<file path="config.mk">
export PLATFORM = sky130hd
export DESIGN_NAME = fps_regs
export DESIGN_NICKNAME = d
export VERILOG_FILES = /design/src/common/fps_pkg.sv /design/src/core/fps_match.sv /design/src/core/fps_regs.sv
export SDC_FILE = /design/constraint.sdc
export NUM_CORES = 1
export LEC_CHECK = 0
export BUFFER_PORTS_ARGS = -buffer_cell sky130_fd_sc_hd__buf_2
export CORE_MARGIN = 5
export CORE_UTILIZATION = 30
export DETAILED_ROUTE_END_ITERATION = 7
export PLACE_DENSITY = 0.67
export SLEW_MARGIN = 20
export SYNTH_ARGS = -nofsm -noshare
export SYNTH_HDL_FRONTEND = slang
export SYNTH_SLANG_ARGS = --single-unit
</file>
<file path="constraint.sdc">
create_clock -name pclk -period 1.4 [get_ports pclk]
set_input_delay 0.07 -clock pclk [delete_from_list [all_inputs] [get_ports pclk]]
set_output_delay 0.07 -clock pclk [all_outputs]
set_load 0.01 [all_outputs]
</file>
<file path="src/common/fps_pkg.sv">
// Purpose: shared constants for the fiber partner status register bank
// Assumes: APB with 32-bit data, one register per aligned word
// Notes: printed offsets are register indices; byte address is four times the index
package fps_pkg;
  // register indices and byte addresses
  localparam logic [7:0] IDX_PARTNER = 8'h05;
  localparam logic [7:0] IDX_EXPANSION = 8'h06;
  localparam logic [7:0] IDX_IRQ_STATUS = 8'h10;
  localparam logic [7:0] IDX_IRQ_MASK = 8'h11;
  localparam logic [7:0] IDX_CONTROL = 8'h12;
  localparam logic [9:0] ADDR_PARTNER = {IDX_PARTNER, 2'b00};
  localparam logic [9:0] ADDR_EXPANSION = {IDX_EXPANSION, 2'b00};
  localparam logic [9:0] ADDR_IRQ_STATUS = {IDX_IRQ_STATUS, 2'b00};
  localparam logic [9:0] ADDR_IRQ_MASK = {IDX_IRQ_MASK, 2'b00};
  localparam logic [9:0] ADDR_CONTROL = {IDX_CONTROL, 2'b00};
  // reset values
  localparam logic [15:0] PARTNER_RST = 16'h0000;
  localparam logic [1:0] MODE_RST = 2'b11;
  // fiber mode select encodings
  localparam logic [1:0] MODE_1000BX = 2'b01;
  localparam logic [1:0] MODE_SGMII_SYS = 2'b10;
  localparam logic [1:0] MODE_SGMII_MEDIA = 2'b11;
  // expansion field positions and the code word next-page bit
  localparam int EXP_PEER_NP = 3;
  localparam int EXP_LOCAL_NP = 2;
  localparam int EXP_PAGE_RX = 1;
  localparam int EXP_PEER_AN = 0;
  localparam int CW_NEXT_PAGE = 15;
  // control field positions
  localparam int CTL_AN_ENABLE = 2;
  // irq status bit positions
  localparam int IRQ_PAGE = 0;
  localparam int IRQ_LINK_DOWN = 1;
  localparam int IRQ_PEER_AN = 2;
  // matching config code groups needed before the partner counts as able
  localparam logic [1:0] MATCH_NEED = 2'd3;
  typedef enum logic [1:0] {FPS_HUNT = 2'b00, FPS_ONE = 2'b01, FPS_TWO = 2'b11, FPS_ABLE = 2'b10} fps_match_t;
endpackage

</file>
<file path="src/core/fps_match.sv">
// Purpose: detects three matching non-zero configuration code groups
// Assumes: code groups arrive as single-cycle strobes with their word
// Notes: any loss of sync or mismatch restarts the count
module fps_match (
  input wire logic pclk,
  input wire logic presetn,
  input wire logic sync_ok,
  input wire logic cfg_valid,
  input wire logic [15:0] cfg_word,
  output logic matched
);
  fps_pkg::fps_match_t state_q;
  fps_pkg::fps_match_t state_d;
  logic [15:0] last_q;
  wire logic nonzero = |cfg_word;
  wire logic same = cfg_word == last_q;

  // count consecutive identical non-zero groups while in sync
  always_comb
  begin
    state_d = state_q;
    if (!sync_ok)
      state_d = fps_pkg::FPS_HUNT;
    else if (cfg_valid)
    begin
      if (!nonzero)
        state_d = fps_pkg::FPS_HUNT;
      else
        case (state_q)
          fps_pkg::FPS_HUNT: state_d = fps_pkg::FPS_ONE;
          fps_pkg::FPS_ONE: state_d = same ? fps_pkg::FPS_TWO : fps_pkg::FPS_ONE;
          fps_pkg::FPS_TWO: state_d = same ? fps_pkg::FPS_ABLE : fps_pkg::FPS_ONE;
          fps_pkg::FPS_ABLE: state_d = same ? fps_pkg::FPS_ABLE : fps_pkg::FPS_ONE;
          default: state_d = fps_pkg::FPS_HUNT;
        endcase
    end
  end

  always_ff @(posedge pclk or negedge presetn)
  begin
    if (!presetn)
    begin
      state_q <= fps_pkg::FPS_HUNT;
      last_q <= 16'h0000;
    end
    else
    begin
      state_q <= state_d;
      if (cfg_valid)
        last_q <= cfg_word;
    end
  end

  assign matched = state_q == fps_pkg::FPS_ABLE;
endmodule // fps_match

</file>
<file path="src/core/fps_regs.sv">
// Purpose: fiber auto-negotiation partner ability and expansion registers behind APB
// Assumes: page and code group events are synchronous one-cycle strobes on pclk; link_up is a synchronous level
// Notes: registers answer with zero wait states; unmapped addresses read zero with pslverr
module fps_regs (
  input wire logic pclk,
  input wire logic presetn,
  input wire logic soft_reset,
  input wire logic psel,
  input wire logic penable,
  input wire logic pwrite,
  input wire logic [31:0] paddr,
  input wire logic [31:0] pwdata,
  output logic [31:0] prdata,
  output logic pready,
  output logic pslverr,
  input wire logic link_up,
  input wire logic fx_mode,
  input wire logic page_valid,
  input wire logic page_is_base,
  input wire logic [15:0] page_word,
  input wire logic sync_ok,
  input wire logic cfg_valid,
  input wire logic [15:0] cfg_word,
  output logic irq
);
  logic [15:0] partner_q;
  logic peer_np_q;
  logic page_rx_q;
  logic [1:0] mode_q;
  logic an_en_q;
  logic [2:0] irq_stat_q;
  logic [2:0] irq_mask_q;
  logic link_q;
  logic peer_an_q;
  logic [31:0] prdata_q;
  logic pslverr_q;
  wire logic matched;

  // apb decode; zero wait states keeps the master's access phase to one cycle
  wire logic acc = psel && penable;
  wire logic wr = acc && pwrite;
  wire logic rd = acc && !pwrite;
  wire logic [9:0] a = paddr[9:0];
  wire logic hit_partner = a == fps_pkg::ADDR_PARTNER;
  wire logic hit_exp = a == fps_pkg::ADDR_EXPANSION;
  wire logic hit_stat = a == fps_pkg::ADDR_IRQ_STATUS;
  wire logic hit_mask = a == fps_pkg::ADDR_IRQ_MASK;
  wire logic hit_ctl = a == fps_pkg::ADDR_CONTROL;
  wire logic mapped = (paddr[31:10] == 22'h00_0000) && (paddr[1:0] == 2'b00) &&
    (hit_partner || hit_exp || hit_stat || hit_mask || hit_ctl);
  assign pready = 1'b1;

  // mode interpretation
  wire logic is_media = mode_q == fps_pkg::MODE_SGMII_MEDIA;
  wire logic is_1000bx = (mode_q == fps_pkg::MODE_1000BX) && !fx_mode;
  wire logic link_drop = link_q && !link_up;
  wire logic base_rx = page_valid && page_is_base;
  wire logic exp_read = rd && hit_exp;

  // expansion view: upper bits zero, local next page always able
  wire logic [15:0] exp_view = {12'h000, peer_np_q, 1'b1, page_rx_q, peer_an_q};

  fps_match u_match (
    .pclk(pclk),
    .presetn(presetn),
    .sync_ok(sync_ok),
    .cfg_valid(cfg_valid),
    .cfg_word(cfg_word),
    .matched(matched)
  );

  // partner-able needs sync, three matches and the enable together
  wire logic peer_an_d = sync_ok && matched && an_en_q;

  // event sources for the interrupt status
  wire logic [2:0] irq_evt = {peer_an_d && !peer_an_q, link_drop, page_valid};
  wire logic [2:0] irq_clr = (wr && hit_stat) ? pwdata[2:0] : 3'b000;

  // read mux
  logic [31:0] rd_mux;
  always_comb
  begin
    rd_mux = 32'h0000_0000;
    if (hit_partner)
      rd_mux = {16'h0000, partner_q};
    else if (hit_exp)
      rd_mux = {16'h0000, exp_view};
    else if (hit_stat)
      rd_mux = {29'h0000_0000, irq_stat_q};
    else if (hit_mask)
      rd_mux = {29'h0000_0000, irq_mask_q};
    else if (hit_ctl)
      rd_mux = {29'h0000_0000, an_en_q, mode_q};
  end

  // media-mode partner word; every field mirrors the received code word
  always_ff @(posedge pclk or negedge presetn)
  begin
    if (!presetn)
      partner_q <= fps_pkg::PARTNER_RST;
    else if (soft_reset)
      partner_q <= fps_pkg::PARTNER_RST;
    else if (is_media && link_drop)
      partner_q <= fps_pkg::PARTNER_RST;
    else if (is_media && base_rx)
      partner_q <= page_word;
  end

  // partner next-page flag; link loss beats a same-cycle page
  always_ff @(posedge pclk or negedge presetn)
  begin
    if (!presetn)
      peer_np_q <= 1'b0;
    else if (soft_reset || !is_1000bx)
      peer_np_q <= 1'b0;
    else if (link_drop)
      peer_np_q <= 1'b0;
    else if (base_rx && page_word[fps_pkg::CW_NEXT_PAGE])
      peer_np_q <= 1'b1;
  end

  // latched page flag: a page in the read cycle wins over the clear
  always_ff @(posedge pclk or negedge presetn)
  begin
    if (!presetn)
      page_rx_q <= 1'b0;
    else if (soft_reset)
      page_rx_q <= 1'b0;
    else if (page_valid)
      page_rx_q <= 1'b1;
    else if (exp_read)
      page_rx_q <= 1'b0;
  end

  // link history and partner-able flag
  always_ff @(posedge pclk or negedge presetn)
  begin
    if (!presetn)
    begin
      link_q <= 1'b0;
      peer_an_q <= 1'b0;
    end
    else
    begin
      link_q <= link_up;
      peer_an_q <= soft_reset ? 1'b0 : peer_an_d;
    end
  end

  // software control; mode and enable survive soft reset on purpose
  always_ff @(posedge pclk or negedge presetn)
  begin
    if (!presetn)
    begin
      mode_q <= fps_pkg::MODE_RST;
      an_en_q <= 1'b1;
      irq_mask_q <= 3'b000;
    end
    else
    begin
      if (wr && hit_ctl)
      begin
        mode_q <= pwdata[1:0];
        an_en_q <= pwdata[fps_pkg::CTL_AN_ENABLE];
      end
      if (wr && hit_mask)
        irq_mask_q <= pwdata[2:0];
    end
  end

  // sticky status, write one to clear; a new event wins over the clear
  always_ff @(posedge pclk or negedge presetn)
  begin
    if (!presetn)
      irq_stat_q <= 3'b000;
    else
      irq_stat_q <= (irq_stat_q & ~irq_clr) | irq_evt;
  end

  // registered read data and error
  always_ff @(posedge pclk or negedge presetn)
  begin
    if (!presetn)
    begin
      prdata_q <= 32'h0000_0000;
      pslverr_q <= 1'b0;
    end
    else if (psel && !penable)
    begin
      prdata_q <= mapped ? rd_mux : 32'h0000_0000;
      pslverr_q <= !mapped;
    end
  end
  assign prdata = prdata_q;
  assign pslverr = pslverr_q && acc;
  assign irq = |(irq_stat_q & irq_mask_q);
endmodule // fps_regs

</file>
# Word level (Yosys, flattened, before mapping)

Cells that the tools add are included.

Output and inout bits: 35
Bits of input ports: 108
Bits in registers: 80
Logic and storage cells: 93

Bitwise logic cells: 4
Equal/unequal tests: 12
Reduce and logical (&&, ||, !) cells: 41
Multiplexer cells: 23

Operators with widths:

| kind                                            | count |
|---|---|
| two-way mux 32 bit                              | 4 |
| two-way mux 16 bit                              | 3 |
| == test 10 x 7 -> 1 bit (second input constant) | 3 |
| logical NOT 22 bit                              | 1 |
| == test 10 x 5 -> 1 bit (second input constant) | 2 |
| logical AND 1 bit                               | 20 |
| == test 16 bit                                  | 1 |
| OR reduction 16 bit                             | 1 |
| two-way mux 2 bit                               | 5 |
| two-way mux 3 bit                               | 3 |
| nonzero test 3 bit                              | 3 |
| logical NOT 1 bit                               | 7 |
| two-way mux 1 bit                               | 7 |
| bitwise AND 3 bit                               | 2 |
| == test 2 bit (second input constant)           | 3 |
| case mux 2 bit (3 select lines)                 | 1 |
| logical OR 1 bit                                | 5 |
| == test 2 x 1 -> 1 bit (second input constant)  | 2 |
| logical NOT 2 bit                               | 2 |
| NOT 3 bit                                       | 1 |
| bitwise OR 3 bit                                | 1 |
| OR reduction 3 bit                              | 1 |
| != test 2 x 1 -> 1 bit (second input constant)  | 1 |
| OR reduction 2 bit                              | 1 |

# Logic depth before layout (Yosys ltp)

Depth after elaboration: 7
Depth in mapped cells: 7
Depth with buffers taken out: 5

# Modules after synthesis

From an unflattened synthesis, not the netlist that was laid out.

Cell total of the unflattened synthesis: 299
Area total of the unflattened synthesis: 3164.3 µm²

Modules (own cells, without submodules):

| module    | cells an instance | instances | seq. area each (µm²) | area each (µm²) |
|---|---|---|---|---|
| fps_regs  | 229               | 1         | 1154.9               | 2268.4 |
| fps_match | 70                | 1         | 450.4                | 895.9 |

# Worst setup path after synthesis

No wires, ideal clock.

Kind: register -> register
Start point: register mode_q[0]
End point: register partner_q[10]
Setup time: 0.078 ns
Data arrival time: 1.374 ns
Slack: -0.052 ns
Data required time: 1.322 ns
Cell stages (with the launch flop): 6
Period minus slack after synthesis: 1.452 ns
Buffers on the path: 2
Cells stage by stage: dfstp_2 > and4_1 > clkbuf_1 > clkbuf_1 > nand2_1 > a21oi_1

Cells in the longest elaborated chain, start to end: 4
Elaborated cells between the ends (all ways): 6
Classes of those cells: eq/ne (1); mux (2); reduce/logical (3)

RTL lines:

| element                | line            | source |
|---|---|---|
| from (decl)            | fps_regs.sv:29  | `logic [1:0] mode_q;` |
| from (signal assigned) | fps_regs.sv:155 | `mode_q <= fps_pkg::MODE_RST;` |
| from (signal assigned) | fps_regs.sv:163 | `mode_q <= pwdata[1:0];` |
| == test 2 bit (*)      | fps_regs.sv:54  | `wire logic is_media = mode_q == fps_pkg::MODE_SGMII_MEDIA;` |
| logical AND 1 bit      | fps_regs.sv:103 | `else if (is_media && link_drop)` |
| two-way mux 16 bit     | fps_regs.sv:103 |  |
| two-way mux 16 bit     | fps_regs.sv:101 | `else if (soft_reset)` |
| to (signal assigned)   | fps_regs.sv:100 | `partner_q <= fps_pkg::PARTNER_RST;` |
| to (signal assigned)   | fps_regs.sv:102 | `partner_q <= fps_pkg::PARTNER_RST;` |
| to (signal assigned)   | fps_regs.sv:104 | `partner_q <= fps_pkg::PARTNER_RST;` |
| to (decl)              | fps_regs.sv:26  | `logic [15:0] partner_q;` |

Every way passes the cells marked *; elsewhere a longest branch is shown, timed or not.
A chain may end at the register's enable or synchronous reset.

# Final worst setup path

Start point: input cfg_word[7]
End point: register u_match.state_q[0]

Cells in the longest elaborated chain, start to end: 6
Elaborated cells between the ends (all ways): 7
Classes of those cells: eq/ne (1); mux (5); reduce/logical (1)

RTL lines:

| element                         | line                             | source |
|---|---|---|
| from (decl)                     | fps_regs.sv:23                   | `input wire logic [15:0] cfg_word,` |
| == test 16 bit                  | fps_match.sv:16                  | `wire logic same = cfg_word == last_q;` |
| two-way mux 2 bit               | fps_match.sv:32, fps_match.sv:33 |  |
| case mux 2 bit (3 select lines) | fps_match.sv:29                  | `case (state_q)` |
| two-way mux 2 bit (*)           | fps_match.sv:26                  | `if (!nonzero)` |
| two-way mux 2 bit (*)           | fps_match.sv:24                  | `else if (cfg_valid)` |
| two-way mux 2 bit (*)           | fps_match.sv:22                  | `if (!sync_ok)` |
| to (signal assigned)            | fps_match.sv:43                  | `state_q <= fps_pkg::FPS_HUNT;` |
| to (signal assigned)            | fps_match.sv:48                  | `state_q <= state_d;` |
| to (decl)                       | fps_match.sv:12                  | `fps_pkg::fps_match_t state_q;` |

Every way passes the cells marked *; elsewhere a longest branch is shown, timed or not. The select of a mux whose other input is x is not followed.

==> results.tsv <==
stage	metric	value	unit
grt	grt_pass1_vias	2901	
power_and_ir_drop	netSwitchingPower	1.01	mW
die	die_y	113	um
yosys	synth_edf_count	0	
grt	grt.total_usage	0.132	
routing	num_vias	2711	
cts	cts_tree	done	
cts	cts.path.max_buffers	2	
place	place.detailed.hpwl	6210	um
die	num_io_pins	143	
power_and_ir_drop	pwr-share-seq	0.472	
grt	grt_start_max_net_pins	65	
yosys	netlist.area_leader.share	0.475	
routing	top_layer_used	met4	
place	place.gp.congestion	0.876	
yosys	yosysUniqueCellTypes	53	
routing	firstDrtPassIters	6	
timing	setup_viol	1	
critical_path	cp.arrival	1.67	ns
cells_and_area	stdcell_area	4450	um^2
timing	fin_crit	1.45	ns
cells_and_area	multiInputGateArea	1470	um^2
routing	drc_errors	0	
cts	clock-sinks	64	
cells_and_area	ff_latch_area	1610	um^2
outcome	status	finished, violations left	
routing	met3_length	667	um
die	row_count	37	
timing	hold_violations	0	
cts	htree_levels	3	
power_and_ir_drop	vdd_drop_max	0.472	mV
yosys	ys_seq_elements	64	
yosys	yosysTopAreaCell	dfrtp_1	
yosys	avgSynthCellArea	11.0	um^2
grt	grt_pass1_wl	13700	um
routing	met2_length	4170	um
critical_path	cp.required	1.62	ns
routing	drt-initial-drc-count	58	
grt	antenna_found_initial	0	
cells_and_area	fin_nets	542	
min_path	hold_path.class	in2reg	
timing	period_share	1.04	
yosys	synth_area_leaders	dfrtp_1 48%, mux2_2 7.7%, nand2_1 4.7%, xnor2_1 4.4%, a22o_1 4.1%	
power_and_ir_drop	power_density	924	nW/um^2
cells_and_area	drive_above_1_share	0.405	
run	cap_viol_max_count	0	
yosys	synthCells	291	
yosys	async_reset_ff_frac	1.00	
yosys	yosys_warnings	0	
timing	rsz0062_at_grt	yes	
power_and_ir_drop	p_leak	2.04	nW
cells_and_area	fill_cells	1003	
die	dieWidth	113	um
routing	routedWlPerCell	14.7	um
place	place_area	3850	um^2
cts	clk_pin_slew	0.07	ns
yosys	synthTopCellsByCount	61 x dfrtp_1, 40 x nand2_1, 22 x mux2_2, 21 x a21oi_1, 17 x buf_4	
timing	fin_ws	-0.0492	ns
routing	vias_per_cell	4.71	
cts	numCtsBuffers	9	
die	floorplan.initialDensity	0.310	
place	port_buffers	96	
die	coreArea	10400	um^2
routing	totalWireLength	8480	um
critical_path	critical_path_class	in2reg	
grt	overflow	0	
critical_path	start_kind	input port	
power_and_ir_drop	swShare	0.245	
yosys	ys_seq_area_frac	0.500	
outcome	violations	negative setup slack	
timing	slew_violations	0	
cts	clk_latency	0.33	ns
routing	ant_nets	0	
yosys	synthesis.area	3210	um^2
critical_path	end_kind	flip-flop	
cells_and_area	area.growth.synth_to_final	38.4	%
power_and_ir_drop	internal_power	3.10	mW
cts	root_buffer	clkbuf_8	
place	dp_slack	-0.207	ns
cells_and_area	final_core_util	0.429	
timing	fmax	0.690	GHz
yosys	synth_top_flop_cell	dfrtp_1	
power_and_ir_drop	combPwrFrac	0.130	
power_and_ir_drop	p_clk_frac	0.398	
die	dieArea	12900	um^2
routing	met1_length	3560	um
yosys	yosysMostFrequentCell	dfrtp_1	
critical_path	crit_fanout	3	
timing	fin_skew	0.00565	ns
cells_and_area	antennaDiodeCount	0	
## sequential cells by signal, summed over array words and instances, names as in the netlist, 2 cells and up
register	cells
irq_mask_q	3
u_match.last_q	16
irq_stat_q	3
u_match.state_q	2
prdata	16
partner_q	16
mode_q	2
## layout make-up
class                      instances  area share
clock buffer                      11      0.0341
clock inverter                     5      0.0124
inverter                           2     0.00169
multi-input combinational        210       0.330
sequential                        64       0.361
tap                              136      0.0383
timing repair buffer             147       0.223
## metal layers
layer | track usage | vias up
met2 | 0.229 | 94
li1 | - | 1303
met4 | 0.0401 | 0
met5 | 0 | -
met1 | 0.158 | 1307
met3 | 0.0414 | 7
## metrics by stage
step / TNS [ns] / power [mW] / instances / hold slack [ns]
final: -0.0492 / 4.11 / 575 / 0.0176
after detailed placement: -2.20 / 2.42 / 524 / 0.109
after global routing: -0.224 / 4.31 / 575 / 0.00655
after floorplan: 0 / 2.23 / 306 / -0.226
after CTS: -0.0941 / 4.15 / 574 / 0.00117
after global placement: -1.16 / 2.41 / 524 / 0.110
## worst max-delay path, stage by stage
cell	delay (ns)
dlygate4sd3_1	0.52
buf_2	0.14
xnor2_1	0.16
nand4_1	0.13
nor4_2	0.27
buf_4	0.16
nand2_2	0.04
a22o_1	0.17
## worst paths after layout
path                                    from            endpoint  slack, ns  cells past startpoint
setup / recovery                 cfg_word[7]  u_match.state_q[0]      -0.05                      8
hold reg to reg                    peer_an_q       irq_stat_q[2]       0.45                      1
max in group asynchronous            presetn             an_en_q       0.80                      3
setup reg to reg           u_match.last_q[6]  u_match.state_q[0]      -0.04                      6
min in group asynchronous            presetn   u_match.last_q[7]       0.25                      3
hold / removal                     pwdata[0]       irq_mask_q[0]       0.02                      2
## power groups by stage
| stage | logic (mW) | registers [mW] | clock network [mW] |
|---|---|---|---|
| finish | 0.533 | 1.94 | 1.64 |
| detailed placement | 0.450 | 1.97 | 0 |
| global placement | 0.441 | 1.97 | 0 |
| floorplan | 0.263 | 1.96 | 0 |
| global route | 0.587 | 1.95 | 1.77 |
| CTS | 0.524 | 1.94 | 1.69 |
## cells by family (layout without fill, tap and decap cells)
| logic type | count (synthesis) | after routing | share of synthesized area |
|---|---|---|---|
| xor+xnor | 16 | 16 | 0.0436 |
| flops | 64 | 64 | 0.500 |
| simple gates | 94 | 94 | 0.164 |
| other cells | 2 | 17 | 0.00234 |
| compound gates | 58 | 58 | 0.131 |
| mux | 25 | 25 | 0.0865 |
| buf+inv | 32 | 165 | 0.0725 |
## what timing repair did
| item | 4_1_cts | 5_1_grt |
|---|---|---|
| hold buffers | 33 | 0 |
| gates resized for setup | 0 | 9 |
| endpoints found under the hold margin | 94 | 0 |
| pin swaps | 6 | 15 |
| endpoints found under the setup margin | 3 | 7 |
| setup buffers | 1 | 1 |
## layout by cell type (no fill, tap or decap), types with 4 or more instances in the layout
master         Yosys  final
a21oi_1           21     21
a22o_1            15     15
buf_2              1     96
buf_4             17     13
clkbuf_8           1     11
conb_1             2     17
dfrtp_1           61     61
dlygate4sd3_1      0     33
mux2_2            22     22
nand2_1           40     39
nand4_1            6      6
nor2_1            10     10
nor2b_1            4      4
nor4_1            10      9
o22ai_1            4      4
xnor2_1           16     14
Power figures use the tool's default switching activity.
